$ cat config.mk
export PLATFORM = sky130hd
export DESIGN_NAME = wdr_top
export DESIGN_NICKNAME = d
export VERILOG_FILES = /design/src/include/wdr_pkg.sv /design/src/hdl/wdr_top.sv /design/src/hdl/wdr_tick_sel.sv /design/src/hdl/wdr_rst_gen.sv
export SDC_FILE = /design/constraint.sdc
export NUM_CORES = 1
export LEC_CHECK = 0
export BUFFER_PORTS_ARGS = -buffer_cell sky130_fd_sc_hd__clkbuf_2
export CORE_MARGIN = 10
export CORE_UTILIZATION = 48
export CTS_CLUSTER_DIAMETER = 80
export DETAILED_ROUTE_END_ITERATION = 6
export PLACE_DENSITY = 0.78
export REMOVE_ABC_BUFFERS = 1
export SYNTH_ARGS = -nofsm -noshare
export SYNTH_HDL_FRONTEND = slang
export SYNTH_SLANG_ARGS = --single-unit
$ cat constraint.sdc
create_clock -name clk -period 6.3 [get_ports clk]
set_input_delay 1.26 -clock clk [delete_from_list [all_inputs] [get_ports clk]]
set_output_delay 1.26 -clock clk [all_outputs]
set_load 0.02 [all_outputs]
$ cat src/include/wdr_pkg.sv
// Package: register map, field layout and timing constants of the watchdog reset timer
package wdr_pkg;

	// ----------------------------------------
	// Register map (byte addresses on APB)
	// ----------------------------------------
	localparam logic [11:0] ADDR_CTRL = 12'h000;  // wdt_control_status
	localparam logic [11:0] ADDR_CNT = 12'h004;   // wdt_counter
	localparam logic [11:0] ADDR_CKS = 12'h008;   // wdt_clock_select_register

	// ----------------------------------------
	// Control/status field positions
	// ----------------------------------------
	localparam int B_CNT_GUARD = 7;   // counter_we_guard
	localparam int B_CNT_WE = 6;      // counter_write_enable
	localparam int B_CTL_GUARD = 5;   // control_we_guard
	localparam int B_CTL_WE = 4;      // control_write_enable
	localparam int B_RUN_GUARD = 3;   // run_bit_guard
	localparam int B_RUN = 2;         // watchdog_run
	localparam int B_FLG_GUARD = 1;   // flag_bit_guard
	localparam int B_FLG = 0;         // overflow_reset_flag

	// ----------------------------------------
	// Reset values and widths
	// ----------------------------------------
	localparam logic [7:0] CNT_RESET = 8'h00;
	localparam logic [7:0] CNT_MAX = 8'hFF;
	localparam logic [3:0] CKS_RESET = 4'hF;
	localparam logic [3:0] CKS_RSVD_ONES = 4'hF;  // Upper bits of clock select read 1
	localparam int PRE_W = 13;                    // Prescaler width, reaches divide by 8192
	localparam int DIV_BASE_BIT = 5;              // Bit 5 toggles at divide by 64
	localparam int RST_OSC_CYCLES = 256;          // Internal reset length in oscillator cycles
	localparam int RST_CNT_W = 9;

	// Control state, grouped for the main file
	typedef struct packed {
		logic cnt_we;
		logic ctl_we;
		logic run;
		logic flag;
		logic [3:0] cks;
	} wdr_ctrl_t;

	// Internal reset sequencer states, one-hot
	typedef enum logic [1:0] {
		RS_IDLE = 2'b01,
		RS_HOLD = 2'b10
	} wdr_rst_state_t;

endpackage

$ cat src/hdl/wdr_top.sv
// Watchdog reset timer: APB registers, guarded writes, 8-bit counter, overflow reset
//
// The register addresses and the APB interface to the registers were left to the implementer.
module wdr_top (
	// Clock and external reset pin
	input wire logic clk,
	input wire logic reset_n,
	// APB slave
	input wire logic psel,
	input wire logic penable,
	input wire logic pwrite,
	input wire logic [11:0] paddr,
	input wire logic [31:0] pwdata,
	output logic [31:0] prdata,
	output logic pready,
	output logic pslverr,
	// Oscillator and low-power hint
	input wire logic osc_clk_in,
	input wire logic low_power_mode,
	// Internal reset to the chip
	output logic sys_reset_out
);

	// ----------------------------------------
	// Control state and counter
	// ----------------------------------------
	wdr_pkg::wdr_ctrl_t ctl_q, ctl_d;  // Enables, run, flag, clock select
	logic [7:0] cnt_q, cnt_d;         // wdt_counter
	logic [31:0] rdata_q, rdata_d;    // Registered read data
	logic err_q, err_d;               // Registered slave error
	logic tick;                       // One-cycle count pulse
	logic osc_tick;                   // One-cycle oscillator edge
	logic eff_tick;                   // Tick gated by operating mode
	logic wrap;                       // Counter wraps this cycle
	logic wr, rd, hit;
	logic [7:0] wb;
	logic cnt_wr;                     // Counter write that the enable lets through

	// ----------------------------------------
	// Sub-blocks
	// ----------------------------------------
	wdr_tick_sel u_tick (
		.clk(clk),
		.reset_n(reset_n),
		.cks(ctl_q.cks),
		.osc_clk_in(osc_clk_in),
		.tick(tick),
		.osc_tick(osc_tick)
	);

	wdr_rst_gen u_rst (
		.clk(clk),
		.reset_n(reset_n),
		.trigger(wrap),
		.osc_tick(osc_tick),
		.sys_reset_out(sys_reset_out)
	);

	// Decodes a mapped address; used by the error path only
	function automatic logic mapped(input logic [11:0] a);
		return (a == wdr_pkg::ADDR_CTRL) || (a == wdr_pkg::ADDR_CNT) ||
			(a == wdr_pkg::ADDR_CKS);
	endfunction

	// Builds the control/status read value with guard bits forced to one
	function automatic logic [7:0] ctrl_view(input wdr_pkg::wdr_ctrl_t c);
		logic [7:0] v;
		v = 8'h00;
		v[wdr_pkg::B_CNT_GUARD] = 1'b1;
		v[wdr_pkg::B_CTL_GUARD] = 1'b1;
		v[wdr_pkg::B_RUN_GUARD] = 1'b1;
		v[wdr_pkg::B_FLG_GUARD] = 1'b1;
		v[wdr_pkg::B_CNT_WE] = c.cnt_we;
		v[wdr_pkg::B_CTL_WE] = c.ctl_we;
		v[wdr_pkg::B_RUN] = c.run;
		v[wdr_pkg::B_FLG] = c.flag;
		return v;
	endfunction

	// ----------------------------------------
	// Bus decode; one wait-free access phase
	// ----------------------------------------
	// Writes act only at the access edge, so one transfer changes state once
	always_comb begin
		wr = psel & penable & pwrite;
		rd = psel & penable & ~pwrite;
		hit = mapped(paddr);
		wb = pwdata[7:0];
		cnt_wr = wr & (paddr == wdr_pkg::ADDR_CNT) & ctl_q.cnt_we;
		pready = 1'b1;
	end

	// Divided sources stop in low-power modes; the oscillator does not
	always_comb begin
		eff_tick = tick & (~low_power_mode | ~ctl_q.cks[3]);
	end

	// ----------------------------------------
	// Counter and control next state
	// ----------------------------------------
	// Software writes do not race the wrap: the flag set beats its own clear
	always_comb begin
		ctl_d = ctl_q;
		cnt_d = cnt_q;
		wrap = 1'b0;
		// Counting only while running; wrap FF to 00
		if (ctl_q.run && eff_tick) begin
			cnt_d = cnt_q + 8'h01;
			wrap = (cnt_q == wdr_pkg::CNT_MAX);
		end
		if (wr && paddr == wdr_pkg::ADDR_CTRL) begin
			if (!wb[wdr_pkg::B_CNT_GUARD]) begin
				ctl_d.cnt_we = wb[wdr_pkg::B_CNT_WE];
			end
			if (!wb[wdr_pkg::B_CTL_GUARD]) begin
				ctl_d.ctl_we = wb[wdr_pkg::B_CTL_WE];
			end
			// Run and flag use the enable as it stood before this write
			if (ctl_q.ctl_we && !wb[wdr_pkg::B_RUN_GUARD]) begin
				ctl_d.run = wb[wdr_pkg::B_RUN];
			end
			if (ctl_q.ctl_we && !wb[wdr_pkg::B_FLG_GUARD] && !wb[wdr_pkg::B_FLG]) begin
				ctl_d.flag = 1'b0;
			end
		end
		if (cnt_wr) begin
			cnt_d = wb;
		end
		if (wr && paddr == wdr_pkg::ADDR_CKS) begin
			ctl_d.cks = wb[3:0];
		end
		if (wrap) begin
			ctl_d.flag = 1'b1;
		end
	end

	// Registers only; external pin resets everything
	always_ff @(posedge clk or negedge reset_n) begin
		if (!reset_n) begin
			ctl_q <= '{cnt_we: 1'b0, ctl_we: 1'b0, run: 1'b0, flag: 1'b0,
				cks: wdr_pkg::CKS_RESET};
			cnt_q <= wdr_pkg::CNT_RESET;
		end else begin
			ctl_q <= ctl_d;
			cnt_q <= cnt_d;
		end
	end

	// ----------------------------------------
	// Read data and error
	// ----------------------------------------
	// Read data settle in the setup cycle so they stand at the access edge
	always_comb begin
		rdata_d = 32'h0000_0000;
		err_d = 1'b0;
		if (psel && !penable) begin
			err_d = ~hit;
			case (paddr)
				wdr_pkg::ADDR_CTRL: begin
					rdata_d = {24'h00_0000, ctrl_view(ctl_q)};
				end
				wdr_pkg::ADDR_CNT: begin
					rdata_d = {24'h00_0000, cnt_q};
				end
				wdr_pkg::ADDR_CKS: begin
					rdata_d = {24'h00_0000, wdr_pkg::CKS_RSVD_ONES, ctl_q.cks};
				end
				default: begin
					rdata_d = 32'h0000_0000;
				end
			endcase
		end else if (psel) begin
			rdata_d = rdata_q;
			err_d = err_q;
		end
	end

	// Registers only
	always_ff @(posedge clk or negedge reset_n) begin
		if (!reset_n) begin
			rdata_q <= 32'h0000_0000;
			err_q <= 1'b0;
		end else begin
			rdata_q <= rdata_d;
			err_q <= err_d;
		end
	end

	assign prdata = rdata_q;
	assign pslverr = err_q & psel & penable;
endmodule

$ cat src/hdl/wdr_tick_sel.sv
// Count tick source: prescaler, clock select and edge detection to one-cycle ticks
module wdr_tick_sel (
	// Clock and reset
	input wire logic clk,
	input wire logic reset_n,
	// Clock select and oscillator
	input wire logic [3:0] cks,
	input wire logic osc_clk_in,
	// Result
	output logic tick,
	output logic osc_tick
);

	// ----------------------------------------
	// State
	// ----------------------------------------
	logic [wdr_pkg::PRE_W-1:0] pre_q, pre_d;  // Free-running prescaler
	logic sel_q, sel_d;                        // Selected source level, last cycle
	logic osc_q, osc_d;                        // Oscillator level, last cycle
	logic sel_now;

	// Picks the prescaler bit or oscillator; top bit 0 means oscillator
	function automatic logic pick(input logic [3:0] c, input logic [wdr_pkg::PRE_W-1:0] p,
		input logic o);
		logic r;
		r = o;
		if (c[3]) begin
			r = p[wdr_pkg::DIV_BASE_BIT + int'(c[2:0])];
		end
		return r;
	endfunction

	// Next state and rising-edge ticks; a source switch from low to high may count once
	always_comb begin
		pre_d = pre_q + {{(wdr_pkg::PRE_W-1){1'b0}}, 1'b1};
		sel_now = pick(cks, pre_q, osc_clk_in);
		sel_d = sel_now;
		osc_d = osc_clk_in;
		tick = sel_now & ~sel_q;
		osc_tick = osc_clk_in & ~osc_q;
	end

	// Registers only
	always_ff @(posedge clk or negedge reset_n) begin
		if (!reset_n) begin
			pre_q <= '0;
			sel_q <= 1'b0;
			osc_q <= 1'b0;
		end else begin
			pre_q <= pre_d;
			sel_q <= sel_d;
			osc_q <= osc_d;
		end
	end

endmodule

$ cat src/hdl/wdr_rst_gen.sv
// Internal reset stretcher: holds the chip reset for a fixed count of oscillator cycles
module wdr_rst_gen (
	// Clock and reset
	input wire logic clk,
	input wire logic reset_n,
	// Trigger and timebase
	input wire logic trigger,
	input wire logic osc_tick,
	// Result
	output logic sys_reset_out
);

	// ----------------------------------------
	// State
	// ----------------------------------------
	wdr_pkg::wdr_rst_state_t st_q, st_d;
	logic [wdr_pkg::RST_CNT_W-1:0] cnt_q, cnt_d;  // Oscillator cycles elapsed

	// Next state: start on trigger, count oscillator edges to the full length
	always_comb begin
		st_d = st_q;
		cnt_d = cnt_q;
		case (st_q)
			wdr_pkg::RS_IDLE: begin
				if (trigger) begin
					st_d = wdr_pkg::RS_HOLD;
					cnt_d = '0;
				end
			end
			wdr_pkg::RS_HOLD: begin
				// A wrap inside the pulse restarts the full length, so no overflow is lost
				if (trigger) begin
					cnt_d = '0;
				end else if (osc_tick) begin
					cnt_d = cnt_q + 9'h001;
					if (cnt_q == 9'(wdr_pkg::RST_OSC_CYCLES - 1)) begin
						st_d = wdr_pkg::RS_IDLE;
					end
				end
			end
			default: begin
				st_d = wdr_pkg::RS_IDLE;
			end
		endcase
	end

	// Registers only
	always_ff @(posedge clk or negedge reset_n) begin
		if (!reset_n) begin
			st_q <= wdr_pkg::RS_IDLE;
			cnt_q <= '0;
		end else begin
			st_q <= st_d;
			cnt_q <= cnt_d;
		end
	end

	assign sys_reset_out = (st_q == wdr_pkg::RS_HOLD);
endmodule

==> impl_metrics.ini <==
[outcome]
status = finished, final reports clean

[timing]
fin_crit_ps = 2982
setup-violations-final = 0
finalHoldViolations = 0
timing.final.crit_share = 0.4733
skew_ps = 8.425
fin_tns_setup_ps = 0
fmax_mhz = 335.4
finalMaxSlewViolations = 0
tightest_slew_ps = 669.2
rsz0062_at_grt = false
slew_headroom = 0.5538

[flow_run]
cap_viol_max_count = 0

[synth]
synthAdderAreaFrac = 0.02846
syn_area_per_cell_sq_um = 9.000
yosysUniqueCellTypes = 52
synthSimpleGateAreaFrac = 0.2346
yosysSeqAreaShare = 0.4167
netlist_area_sq_um = 3078
yosys_most_used_dff = dfrtp_1
synth_compound_area_frac = 0.1220
ys_warn_count = 0
netlist_instances = 342
muxShareOfSynthArea = 0.06992
async_flop_share = 1.000
ys_ff_latch = 51
synth_xor_area_frac = 0.03415
synth_top_family_by_area = simple AND/OR/NAND/NOR gates
synth-edff-count = 0

[route]
final_antenna_net_count = 0
vias = 2486
wl_per_cell_microns = 14.83
vias_per_cell = 5.476
route.final.wire_length_mm = 6.731
drc_errors = 0
drt-pass1-iter-count = 4
initialDrtViolationCount = 124

[finish]
design_area_sq_um = 3336
fin_util = 0.5314
fillers = 593
drive_gt1_frac = 0.1777
diodes = 0
multi_input_area_sq_um = 1599
layout.nets = 434
seqCellArea_sq_um = 1282
areaGrowthSynthToFinish_pct = 8.374

[clocking]
clock_latency_ps = 310
clock_sinks = 51
hold_buffers = 0
cts_tree = built
cts_setup_buffers = 0
cts-root-buf = clkbuf_8
ctsLongestPathBuffers = 2
clk_pin_slew_ps = 90
htreeDepth = 2
cts_resized = 0
cts_made_buffers = 5

[power]
powerDensity_nw_per_um2 = 182.0
peakVddDrop_uv = 94.39
p_leak_nw = 1.517

[global_route]
grt_max_degree = 52
grt_use_total = 0.1334
antenna_found_initial = 0
grt_pass1_wl_mm = 11.18
grt_pass1_vias = 2426
overflow = 0

[die]
initial_core_util = 0.4903
die_x_microns = 100.1
rows = 29
core-area_sq_um = 6277
die_h_microns = 100.1
die_area_sq_um = 10020
floorplan.io_pins = 86

[place]
hpwl_mm = 4.972
place.gp.congestion = 0.8130
placed_cell_area_sq_um = 3218
portBuffers = 36

[worst_setup_path]
cp_max_fo = 7
path_class = in2out
r2r_end = u_rst.st_q[1]
setup.reg_to_reg.worst_slack_ps = 3600
arrival_ps = 1720
r2r_start = ctl_q[0]
cp-start-kind = input pin
end_kind = output port
reg2reg_depth = 7
required_ps = 5040

[worst_hold_path]
holdCritStartpoint = u_tick.pre_q[12]
holdPathEnd = u_tick.pre_q[12]
hold_depth = 1
min_path_type = reg2reg
-- metrics by stage --
stage / total power [mW] / setup slack (ps) / instances / hold slack [ps]
finish: 0.6070 / 3318 / 454 / 480.3
global route: 0.6340 / 3277 / 454 / 492.3
CTS: 0.6161 / 3314 / 454 / 481.4
detailed placement: 0.3764 / 3132 / 446 / 458.4
global placement: 0.3757 / 3201 / 446 / 454.7
floorplan: 0.3550 / 3256 / 331 / 438.7
-- report_power, final --
group          internal, mW  switching [mW]
registers             0.328        0.000634
clock network         0.129           0.108
logic               0.00990          0.0312
-- worst max path at each step --
| stage | end | from |
|---|---|---|
| 2_1_floorplan | cnt_q[3] | paddr[9] |
| 3_3_place_gp | cnt_q[4] | paddr[1] |
| 3_5_place_dp | cnt_q[6] | paddr[1] |
| 4_1_cts | pslverr | psel |
| 5_1_grt | cnt_q[4] | paddr[1] |
| 6_report | pslverr | psel |
-- synth_stat cells (all sizes together), types with 4 or more instances --
library cell | instances | area [sq um]
clkbuf | 5 | 18.77
nor3b | 5 | 37.54
inv | 12 | 45.04
nor2 | 27 | 101.4
and2 | 4 | 25.02
nand2 | 48 | 180.2
mux2i | 8 | 80.08
buf | 29 | 219.0
ha | 7 | 87.58
xnor2 | 8 | 70.07
xor2 | 4 | 35.03
dfrtp | 46 | 1151
nor3 | 10 | 55.05
nor2b | 7 | 43.79
and3 | 7 | 43.79
o21ai | 23 | 115.1
a21oi | 22 | 125.1
dfstp | 5 | 131.4
nand3 | 17 | 90.09
mux2 | 8 | 90.09
-- flip-flops by register name, indices dropped and copies added (netlist names) --
name and flops:
cnt_q 8, ctl_q 8, err_q 1, prdata 8
u_rst.cnt_q 9, u_rst.st_q 2, u_tick.osc_q 1, u_tick.pre_q 13
u_tick.sel_q 1
-- worst max-delay path, stage by stage --
cell and delay, ps:
clkbuf_2 140, and3_1 160, clkbuf_2 160
-- cell type report --
type | instances | area share
multi-input cells | 268 | 0.4794
clock buffers | 6 | 0.02476
repair buffers | 38 | 0.05851
flip-flops and latches | 51 | 0.3845
well taps | 77 | 0.02888
inverters | 12 | 0.01350
clock inverters | 2 | 0.01050
-- per-layer routing --
metal | share of wire | global-route usage | wire length (microns) | vias to the layer above
met5 | 0 | 0 | 0 | -
li1 | - | - | - | 1207
met4 | 0.010 | 0.03587 | 70 | 0
met2 | 0.47 | 0.2250 | 3176 | 97
met1 | 0.42 | 0.1542 | 2794 | 1175
met3 | 0.10 | 0.05220 | 689 | 7
-- layout by cell type (no fill, tap or decap), types with 4 or more instances in the layout --
cell type / instances
dfrtp_1: 46
and2_1: 4
clkbuf_2: 36
xnor2_1: 8
a21oi_1: 20
nor2b_1: 7
nor2_1: 27
conb_1: 25
mux2i_1: 8
mux2_2: 8
nand2_1: 48
inv_1: 12
and3_1: 7
nor3b_1: 5
nor3_1: 9
xor2_1: 4
o21ai_0: 21
nand3_1: 16
dfstp_2: 5
clkbuf_8: 6
ha_1: 7
-- kinds of logic (layout without fill, tap and decap cells) --
group                      after synthesis  in the layout
and+or+nand+nor                        145            145
AOI/OAI and AO/OA                       61             61
DFF                                     51             51
buffers and inverters                   46             58
muxes                                   18             18
xor gates and xnor gates                12             12
adders and majority gates                7              7
other                                    2             25
Power figures use the tool's default switching activity.
